--- config.mk ---
export PLATFORM = sky130hd
export DESIGN_NAME = utc_core
export DESIGN_NICKNAME = d
export VERILOG_FILES = /design/src/rtl/utc_core.v
export VERILOG_INCLUDE_DIRS = /design/src /design/src/rtl
export SDC_FILE = /design/constraint.sdc
export NUM_CORES = 1
export LEC_CHECK = 0
export BUFFER_PORTS_ARGS = -buffer_cell sky130_fd_sc_hd__buf_4
export CORE_MARGIN = 2
export CORE_UTILIZATION = 49
export CTS_BUF_LIST = sky130_fd_sc_hd__clkbuf_2
export DETAILED_ROUTE_END_ITERATION = 6
export HOLD_SLACK_MARGIN = 0.02
export PLACE_DENSITY = 0.66
export REMOVE_ABC_BUFFERS = 1
export SLEW_MARGIN = 40
export SYNTH_ARGS = -nofsm -noshare
export SYNTH_HDL_FRONTEND = slang
export SYNTH_SLANG_ARGS = --single-unit
--- constraint.sdc ---
create_clock -name clk -period 5.7 [get_ports clk]
set_input_delay 0 -clock clk [delete_from_list [all_inputs] [get_ports clk]]
set_output_delay 0 -clock clk [all_outputs]
set_load 0.05 [all_outputs]
--- src/rtl/utc_consts.vh ---
// constants for the serial transmit and receive core
`ifndef UTC_CONSTS_VH
`define UTC_CONSTS_VH
// register offsets
`define UTC_ADDR_FRAME 3'h0
`define UTC_ADDR_BAUD 3'h1
`define UTC_ADDR_OPT 3'h2
`define UTC_ADDR_TXBUF 3'h3
`define UTC_ADDR_RXDATA 3'h4
`define UTC_ADDR_STATUS 3'h5
// frame format fields
`define UTC_F_PWR 7
`define UTC_F_TXE 6
`define UTC_F_RXE 5
`define UTC_F_MSB 4
`define UTC_F_PAR_HI 3
`define UTC_F_PAR_LO 2
`define UTC_F_LEN8 1
`define UTC_F_STOP2 0
// parity codes
`define UTC_PAR_NONE 2'h0
`define UTC_PAR_ZERO 2'h1
`define UTC_PAR_ODD 2'h2
`define UTC_PAR_EVEN 2'h3
// line option fields
`define UTC_O_RXINV 0
`define UTC_O_TXINV 1
`define UTC_O_MASTER 2
// status fields
`define UTC_S_TXACT 7
`define UTC_S_DCE 3
`define UTC_S_PE 2
`define UTC_S_FE 1
`define UTC_S_OVE 0
// reset values
`define UTC_FRAME_RST 8'h0a
`define UTC_BAUD_RST 8'h10
`define UTC_OPT_RST 8'h00
`define UTC_RXDATA_RST 8'hff
`define UTC_TXBUF_RST 8'hff
// timing in base clocks
`define UTC_TX_GAP 2'h2
`define UTC_BAUD_MIN 8'h02
`endif

--- src/rtl/utc_core.v ---
// serial transmit and receive core with transmit versus line check
//
// Summary of operation
// - master mode: compare sent char with line readback; mismatch sets flag, status irq
// - no comparison while only receiving
// - comparison runs with receiver off; then rx irqs and rx flags are suppressed
// - tx buffer write starts sending: move to shift reg, send framed bits
// - tx ready irq when buffered char enters the shift register
// - a buffer write before the move replaces the waiting char
// - clearing power or transmit enable while active aborts sending
// - two base clocks idle between stop bit and next start bit
// - falling edge, then half bit later still low accepts a start bit
// - bits shift in at baud rate; stop bit copies char and flags done
// - overrun discards the new char, old data stays
// - parity or framing error still copies the char at first stop bit
// - any reception error gives status irq instead of done irq
// - only the first stop bit is checked
// - next start bit detectable right after a stop bit
// - a line held low is never a start bit; an edge is needed
// - parity mismatch, missing stop bit and unread data raise their flags
// - error flags hold until software writes zero to them
// - done irq only while power and receive enable are still set
// - frame: start, 7 or 8 bits either order, optional parity, 1 or 2 stops
// - input filter needs three equal samples; three clocks of latency
// - even and odd parity count ones; zero parity sends 0, unchecked
`timescale 1ns/10ps
`include "utc_consts.vh"

module utc_core (
    input wire clk,
    input wire reset_n,
    input wire [2:0] addr,
    input wire [7:0] wrData,
    input wire wrStb,
    input wire rdStb,
    output reg [7:0] rdData_q,
    input wire serialIn,
    output reg serialOut_q,
    output reg txReadyIrq_q,
    output reg rxDoneIrq_q,
    output reg statusIrq_q
);
    localparam [2:0] TX_IDLE = 3'b001;
    localparam [2:0] TX_SEND = 3'b010;
    localparam [2:0] TX_GAP = 3'b100;
    localparam [2:0] RX_IDLE = 3'b001;
    localparam [2:0] RX_START = 3'b010;
    localparam [2:0] RX_BITS = 3'b100;

    // character length from frame format
    function [3:0] charLen;
        input [7:0] c;
        begin
            charLen = c[`UTC_F_LEN8] ? 4'h8 : 4'h7;
        end
    endfunction

    // parity bit for a character; zero parity gives 0
    function parBit;
        input [7:0] d;
        input [7:0] c;
        reg [7:0] m;
        begin
            m = c[`UTC_F_LEN8] ? d : {1'b0, d[6:0]};
            parBit = (c[`UTC_F_PAR_HI:`UTC_F_PAR_LO] == `UTC_PAR_EVEN) ? (^m) :
                (c[`UTC_F_PAR_HI:`UTC_F_PAR_LO] == `UTC_PAR_ODD) ? ~(^m) : 1'b0;
        end
    endfunction

    // full frame, bit 0 sent first, unused tail is stop level
    function [11:0] txFrame;
        input [7:0] d;
        input [7:0] c;
        integer i;
        integer n;
        begin
            txFrame = 12'hfff;
            n = charLen(c);
            txFrame[0] = 1'b0;
            for (i = 0; i < 8; i = i + 1) begin
                if (i < n) begin
                    txFrame[1 + i] = c[`UTC_F_MSB] ? d[n - 1 - i] : d[i];
                end
            end
            if (c[`UTC_F_PAR_HI:`UTC_F_PAR_LO] != `UTC_PAR_NONE) begin
                txFrame[1 + n] = parBit(d, c);
            end
        end
    endfunction

    // number of bits on the line for one frame
    function [3:0] txLen;
        input [7:0] c;
        begin
            txLen = 4'h1 + charLen(c) + {3'h0, c[`UTC_F_PAR_HI:`UTC_F_PAR_LO] != `UTC_PAR_NONE}
                + (c[`UTC_F_STOP2] ? 4'h2 : 4'h1);
        end
    endfunction

    // reset release through two flops
    reg [1:0] rstSync_q;
    wire rstN = rstSync_q[1];
    always @(posedge clk or negedge reset_n) begin
        if (!reset_n) begin
            rstSync_q <= 2'h0;
        end else begin
            rstSync_q <= {rstSync_q[0], 1'b1};
        end
    end

    reg [7:0] frame_q;
    reg [7:0] baud_q;
    reg [7:0] opt_q;
    reg [7:0] txBuf_q;
    reg txBufFull_q;
    reg [7:0] rxData_q;
    reg rxUnread_q;
    reg dce_q;
    reg pe_q;
    reg fe_q;
    reg ove_q;
    reg [2:0] txState_q;
    reg [11:0] txShift_q;
    reg [3:0] txBits_q;
    reg [7:0] txTimer_q;
    reg [1:0] txGap_q;
    reg [7:0] txCmp_q;
    reg cmpPend_q;
    reg [1:0] rxSmp_q;
    reg rxFilt_q;
    reg rxPrev_q;
    reg [2:0] rxState_q;
    reg [7:0] rxTimer_q;
    reg [3:0] rxIdx_q;
    reg [7:0] rxShift_q;
    reg rxPar_q;

    wire power = frame_q[`UTC_F_PWR];
    wire txOn = power & frame_q[`UTC_F_TXE];
    wire rxEn = power & frame_q[`UTC_F_RXE];
    wire master = opt_q[`UTC_O_MASTER];
    wire [7:0] bitLen = (baud_q < `UTC_BAUD_MIN) ? `UTC_BAUD_MIN : baud_q;
    wire [3:0] nChar = charLen(frame_q);
    wire parOn = frame_q[`UTC_F_PAR_HI:`UTC_F_PAR_LO] != `UTC_PAR_NONE;
    wire parChk = frame_q[`UTC_F_PAR_HI];
    wire wrFrame = wrStb && (addr == `UTC_ADDR_FRAME);
    wire wrTxBuf = wrStb && (addr == `UTC_ADDR_TXBUF);
    wire wrStatus = wrStb && (addr == `UTC_ADDR_STATUS);
    wire rdRxData = rdStb && (addr == `UTC_ADDR_RXDATA);
    wire txActive = (txState_q != TX_IDLE) | txBufFull_q;

    // transmit: load, send bits, gap
    wire txBitEnd = (txState_q == TX_SEND) && (txTimer_q == 8'h00);
    wire txLastBit = txBitEnd && (txBits_q == 4'h1);
    wire txLoad = txOn && txBufFull_q &&
        ((txState_q == TX_IDLE) || ((txState_q == TX_GAP) && (txGap_q == 2'h1)));

    always @(posedge clk or negedge rstN) begin
        if (!rstN) begin
            txState_q <= TX_IDLE;
            txShift_q <= 12'hfff;
            txBits_q <= 4'h0;
            txTimer_q <= 8'h00;
            txGap_q <= 2'h0;
            txBufFull_q <= 1'b0;
        end else if (!txOn) begin
            txState_q <= TX_IDLE;
            txShift_q <= 12'hfff;
            txBufFull_q <= 1'b0;
        end else begin
            if (wrTxBuf) begin
                txBufFull_q <= 1'b1;
            end else if (txLoad) begin
                txBufFull_q <= 1'b0;
            end
            case (txState_q)
                TX_IDLE: begin
                    if (txLoad) begin
                        txState_q <= TX_SEND;
                        txShift_q <= txFrame(txBuf_q, frame_q);
                        txBits_q <= txLen(frame_q);
                        txTimer_q <= bitLen - 8'h01;
                    end
                end
                TX_SEND: begin
                    if (txLastBit) begin
                        txState_q <= TX_GAP;
                        txGap_q <= `UTC_TX_GAP;
                        txShift_q <= 12'hfff;
                    end else if (txBitEnd) begin
                        txShift_q <= {1'b1, txShift_q[11:1]};
                        txBits_q <= txBits_q - 4'h1;
                        txTimer_q <= bitLen - 8'h01;
                    end else begin
                        txTimer_q <= txTimer_q - 8'h01;
                    end
                end
                TX_GAP: begin
                    if (txLoad) begin
                        txState_q <= TX_SEND;
                        txShift_q <= txFrame(txBuf_q, frame_q);
                        txBits_q <= txLen(frame_q);
                        txTimer_q <= bitLen - 8'h01;
                    end else if (txGap_q == 2'h1) begin
                        txState_q <= TX_IDLE;
                    end else begin
                        txGap_q <= txGap_q - 2'h1;
                    end
                end
                default: begin
                    txState_q <= TX_IDLE;
                end
            endcase
        end
    end

    // input filter: two stored samples must match the pin, so 2-clock runts never pass
    wire rxIn = serialIn ^ opt_q[`UTC_O_RXINV];
    always @(posedge clk or negedge rstN) begin
        if (!rstN) begin
            rxSmp_q <= 2'h3;
            rxFilt_q <= 1'b1;
            rxPrev_q <= 1'b1;
        end else begin
            rxSmp_q <= {rxSmp_q[0], rxIn};
            if ((rxSmp_q[1] == rxSmp_q[0]) && (rxSmp_q[0] == rxIn)) begin
                rxFilt_q <= rxSmp_q[1];
            end
            rxPrev_q <= rxFilt_q;
        end
    end

    // receiver runs when enabled or when a sent char awaits readback
    wire rxRun = power & (frame_q[`UTC_F_RXE] | (master & cmpPend_q));
    wire [3:0] rxNeed = nChar + {3'h0, parOn} + 4'h1;
    wire rxTick = (rxState_q == RX_BITS) && (rxTimer_q == 8'h00);
    wire rxStop = rxTick && (rxIdx_q == rxNeed - 4'h1);
    wire rxBit = rxFilt_q;
    wire [7:0] rxChar = frame_q[`UTC_F_MSB] ?
        (frame_q[`UTC_F_LEN8] ? rxShift_q : {1'b0, rxShift_q[6:0]}) :
        (frame_q[`UTC_F_LEN8] ? rxShift_q : {1'b0, rxShift_q[7:1]});

    always @(posedge clk or negedge rstN) begin
        if (!rstN) begin
            rxState_q <= RX_IDLE;
            rxTimer_q <= 8'h00;
            rxIdx_q <= 4'h0;
            rxShift_q <= 8'h00;
            rxPar_q <= 1'b0;
        end else if (!rxRun) begin
            rxState_q <= RX_IDLE;
        end else begin
            case (rxState_q)
                RX_IDLE: begin
                    if (rxPrev_q && !rxFilt_q) begin
                        rxState_q <= RX_START;
                        rxTimer_q <= {1'b0, bitLen[7:1]} - 8'h01;
                    end
                end
                RX_START: begin
                    if (rxTimer_q != 8'h00) begin
                        rxTimer_q <= rxTimer_q - 8'h01;
                    end else if (!rxFilt_q) begin
                        rxState_q <= RX_BITS;
                        rxTimer_q <= bitLen - 8'h01;
                        rxIdx_q <= 4'h0;
                    end else begin
                        rxState_q <= RX_IDLE;
                    end
                end
                RX_BITS: begin
                    if (rxTimer_q != 8'h00) begin
                        rxTimer_q <= rxTimer_q - 8'h01;
                    end else if (rxStop) begin
                        rxState_q <= RX_IDLE;
                    end else begin
                        rxTimer_q <= bitLen - 8'h01;
                        rxIdx_q <= rxIdx_q + 4'h1;
                        if (rxIdx_q < nChar) begin
                            rxShift_q <= frame_q[`UTC_F_MSB] ? {rxShift_q[6:0], rxBit} :
                                {rxBit, rxShift_q[7:1]};
                        end else begin
                            rxPar_q <= rxBit;
                        end
                    end
                end
                default: begin
                    rxState_q <= RX_IDLE;
                end
            endcase
        end
    end

    // end of character: errors, transfer and readback compare
    wire rxNormal = rxStop && rxEn;
    wire errPar = rxNormal && parOn && parChk && (rxPar_q != parBit(rxChar, frame_q));
    wire errFrm = rxNormal && !rxBit;
    wire errOvr = rxNormal && rxUnread_q;
    wire rxErr = errPar | errFrm | errOvr;
    wire cmpNow = rxStop && master && cmpPend_q;
    wire cmpBad = cmpNow && (rxChar != (frame_q[`UTC_F_LEN8] ? txCmp_q : {1'b0, txCmp_q[6:0]}));

    // register file, sticky flags with set winning over clear
    always @(posedge clk or negedge rstN) begin
        if (!rstN) begin
            frame_q <= `UTC_FRAME_RST;
            baud_q <= `UTC_BAUD_RST;
            opt_q <= `UTC_OPT_RST;
            txBuf_q <= `UTC_TXBUF_RST;
            rxData_q <= `UTC_RXDATA_RST;
            rxUnread_q <= 1'b0;
            txCmp_q <= 8'h00;
            cmpPend_q <= 1'b0;
            dce_q <= 1'b0;
            pe_q <= 1'b0;
            fe_q <= 1'b0;
            ove_q <= 1'b0;
        end else begin
            if (wrFrame) begin
                frame_q <= wrData;
            end
            if (wrStb && (addr == `UTC_ADDR_BAUD)) begin
                baud_q <= wrData;
            end
            if (wrStb && (addr == `UTC_ADDR_OPT)) begin
                opt_q <= wrData;
            end
            if (wrTxBuf) begin
                txBuf_q <= wrData;
            end
            if (txLoad && master) begin
                txCmp_q <= txBuf_q;
                cmpPend_q <= 1'b1;
            end else if (cmpNow || !txOn) begin
                cmpPend_q <= 1'b0;
            end
            if (rxNormal && !errOvr) begin
                rxData_q <= rxChar;
            end
            if (rxNormal && !errOvr) begin
                rxUnread_q <= 1'b1;
            end else if (rdRxData || !rxEn) begin
                rxUnread_q <= 1'b0;
            end
            dce_q <= cmpBad | (dce_q & ~(wrStatus & ~wrData[`UTC_S_DCE]));
            pe_q <= errPar | (pe_q & ~(wrStatus & ~wrData[`UTC_S_PE]));
            fe_q <= errFrm | (fe_q & ~(wrStatus & ~wrData[`UTC_S_FE]));
            ove_q <= errOvr | (ove_q & ~(wrStatus & ~wrData[`UTC_S_OVE]));
        end
    end

    // interrupt pulses and serial output
    always @(posedge clk or negedge rstN) begin
        if (!rstN) begin
            txReadyIrq_q <= 1'b0;
            rxDoneIrq_q <= 1'b0;
            statusIrq_q <= 1'b0;
            serialOut_q <= 1'b1;
        end else begin
            txReadyIrq_q <= txLoad;
            rxDoneIrq_q <= rxNormal && !rxErr;
            statusIrq_q <= rxErr | cmpBad;
            serialOut_q <= txShift_q[0] ^ opt_q[`UTC_O_TXINV];
        end
    end

    // read data one cycle after the strobe
    always @(posedge clk or negedge rstN) begin
        if (!rstN) begin
            rdData_q <= 8'h00;
        end else if (rdStb) begin
            case (addr)
                `UTC_ADDR_FRAME: rdData_q <= frame_q;
                `UTC_ADDR_BAUD: rdData_q <= baud_q;
                `UTC_ADDR_OPT: rdData_q <= opt_q;
                `UTC_ADDR_TXBUF: rdData_q <= txBuf_q;
                `UTC_ADDR_RXDATA: rdData_q <= rxData_q;
                `UTC_ADDR_STATUS: rdData_q <= {txActive, 3'h0, dce_q, pe_q, fe_q, ove_q};
                default: rdData_q <= 8'h00;
            endcase
        end else begin
            rdData_q <= 8'h00;
        end
    end
endmodule // utc_core

==> impl_metrics.tcl <==
set metrics [dict create \
    status "completed" \
    drt_iter0_markers 562 \
    die_w_microns 125 \
    clockRootBuffer "clkbuf_2" \
    clk_latency_ns 0.71 \
    core_sq_um 14500 \
    internal_power_mw 1.59 \
    drive_above_1_share 0.238 \
    dieArea_sq_um 15700 \
    fmax_mhz 334 \
    grt_setup_unrepaired "false" \
    grt_pass1_vias 5766 \
    power.switching_mw 0.883 \
    p_leak_nw 3.37 \
    critPathKind "reg -> reg" \
    dr.pass1.iters 6 \
    maxCapViolations 0 \
    start_kind "register" \
    slew_viol_final 0 \
    antenna_found_initial 0 \
    hold_violations 0 \
    synthFlopType "dfrtp_1" \
    hold_path.class "in -> reg" \
    grt_start_max_net_pins 73 \
    post-synth-top-count-cell "dfrtp_1" \
    critPathMaxStageDelay_ns 0.64 \
    worstPathArrival_ns 3.61 \
    wire_per_inst_microns 19.0 \
    cts.sinks 124 \
    setup_viol 0 \
    hold_ws_ns 0.0932 \
    utilization 0.553 \
    die_y_microns 125 \
    synth-seq-cells 124 \
    required_ns 6.31 \
    cpMostUsedCell "nor2b_1" \
    ys_seq_area_frac 0.435 \
    combPwrFrac 0.279 \
    rr_worst_depth 7 \
    syn_area_per_cell_sq_um 10.0 \
    synth_cell_types 79 \
    antennaDiodeCount 0 \
    seqPwrFrac 0.488 \
    final.setup.tns_ns 0 \
    htreeDepth 4 \
    synth_edf_count 0 \
    syn2layout_area_growth_pct 10.8 \
    synthTopCellsByCount "dfrtp_1 (88), nand2_1 (55), mux2_2 (53)" \
    synthTopCellsByArea "dfrtp_1 (30%), dfstp_2 (13%), mux2_2 (8.3%)" \
    path_cells "inv_1, ha_1, nor2b_1, nand3_1, nor4_1, nor2b_1, mux2_2" \
    cts_tree "done" \
    mappedNetlistArea_sq_um 7230 \
    total_power_mw 2.47 \
    timing.final.crit_share 0.525 \
    tightest_slew_ns 0.723 \
    yosysWarnings 0 \
    rows 44 \
    clkPwrFrac 0.233 \
    drc_errors 0 \
    clk_pin_slew_ns 0.19 \
    reg2reg_slack_ns 2.71 \
    critPathSlowestCell "nor2b_1" \
    synth_top_area_frac 0.305 \
    synthCells 721 \
    skew_ns 0.0236 \
    hpwlAfterDp_mm 12.6 \
    grt.total_usage 0.240 \
    async_reset_ff_frac 1.00 \
    wirelength_mm 18.1 \
    crit_path_end_kind "register" \
    cts_buffers 17 \
    ir_worst_vdd_mv 0.163 \
    vias 5653 \
    antenna_left 0 \
    swShare 0.357 \
    via_per_inst 5.94 \
    io_buffers 27 \
    relSlewSlack 0.518 \
    p_per_area_nw_per_um2 309 \
    ios 28 \
    initial_core_util 0.499 \
    grt.overflow.total 0 \
    cp_max_fo 10 \
    grt_pass1_wl_mm 29.9 \
    min_path_cells 3 \
    clk_path_buf_depth 2 \
    period_minus_slack_ns 2.99 \
    fin_nets 787 \
    yosys.area.top_type "dfrtp_1" \
    gp_congestion 0.868 \
]
-- routing by layer --
metal	global-route usage	vias to the layer above	wire (microns)
li1	-	2678	-
met1	0.319	2772	8180
met2	0.387	162	8550
met3	0.0539	41	868
met4	0.0889	0	504
met5	0	-	0
-- metrics by stage --
| stage | worst slack, ns | cells | instance area [sq um] |
|---|---|---|---|
| after floorplan | 2.05 | 682 | 7060 |
| after global placement | 2.85 | 896 | 7520 |
| after detailed placement | 2.74 | 896 | 7530 |
| after CTS | 2.69 | 952 | 8000 |
| after global routing | 2.46 | 952 | 8010 |
| final | 2.71 | 952 | 8010 |
-- sequential cells by signal, summed over array words and instances, names as in the netlist, 2 cells and up --
register   flops
rxSmp_q        2
opt_q          8
txCmp_q        8
rxData_q       8
txGap_q        2
txBits_q       4
txShift_q     10
rdData_q       8
baud_q         8
txBuf_q        8
rxShift_q      8
rxIdx_q        4
rxTimer_q      8
frame_q        8
rstSync_q      2
txTimer_q      8
rxState_q      3
txState_q      3
-- logic make-up (layout without fill, tap and decap cells) --
group                    after synthesis  after routing  share of synthesized area
XOR/XNOR                              35             35                     0.0443
flip-flops                           124            124                      0.435
multiplexers                          88             88                      0.141
buffers and inverters                 67            114                     0.0384
other                                  1              1                   0.000519
AO/OA/AOI/OAI                        179            179                      0.159
AND/OR/NAND/NOR                      211            211                      0.154
adder cells (fa/ha/maj)               16             16                     0.0277
-- final cells by class --
class | count | area, sq um
well taps | 184 | 230
multi-input cells | 530 | 3820
clock buffers | 22 | 110
inverters | 28 | 106
flip-flops and latches | 124 | 3150
repair buffers | 54 | 469
fillers | 1304 | 6470
clock inverters | 10 | 123
-- critical path, delay by kind of cell (launching register included) --
| family | cells | cell delay (ns) |
|---|---|---|
| muxes | 1 | 0.41 |
| buffers and inverters | 1 | 0.16 |
| and+or+nand+nor | 4 | 1.72 |
| DFF | 1 | 0.45 |
| adders and majority gates | 1 | 0.16 |
-- repair_timing --
item | 4_1_cts | 5_1_grt
hold buffers | 24 | 0
gates resized for setup | 0 | 0
setup buffers | 0 | 0
endpoints found under the hold margin | 50 | 0
-- worst paths after layout --
| check | endpoint | startpoint |
|---|---|---|
| hold reg to reg | rxState_q[1] | rstSync_q[1] |
| hold / removal | baud_q[7] | wrData[7] |
| min in group asynchronous | rstSync_q[1] | reset_n |
| setup reg to reg | rxShift_q[4] | rxTimer_q[0] |
| max in group asynchronous | txState_q[1] | rstSync_q[1] |
| setup / recovery | rxShift_q[4] | rxTimer_q[0] |
-- cell usage in the layout (no fill, tap or decap), types with 17 or more instances in the layout --
cell type and instances:
inv_1 26, o21ai_0 48, clkbuf_2 22, buf_4 29, nand3_1 22, xnor2_1 19
o22ai_1 17, nor2_1 42, a21oi_1 45, dfrtp_1 86, nand2_1 55, dfstp_2 36
dlygate4sd3_1 24, mux2_2 53, mux2i_1 26
-- power groups by stage --
| stage | clock network (mW) | logic [mW] | registers [mW] |
|---|---|---|---|
| floorplan | 0 | 0.487 | 1.18 |
| global placement | 0 | 0.654 | 1.21 |
| detailed placement | 0 | 0.668 | 1.22 |
| CTS | 0.589 | 0.688 | 1.20 |
| global route | 0.632 | 0.766 | 1.23 |
| finish | 0.576 | 0.689 | 1.21 |
Note: power is estimated with default switching activity, not from simulation.
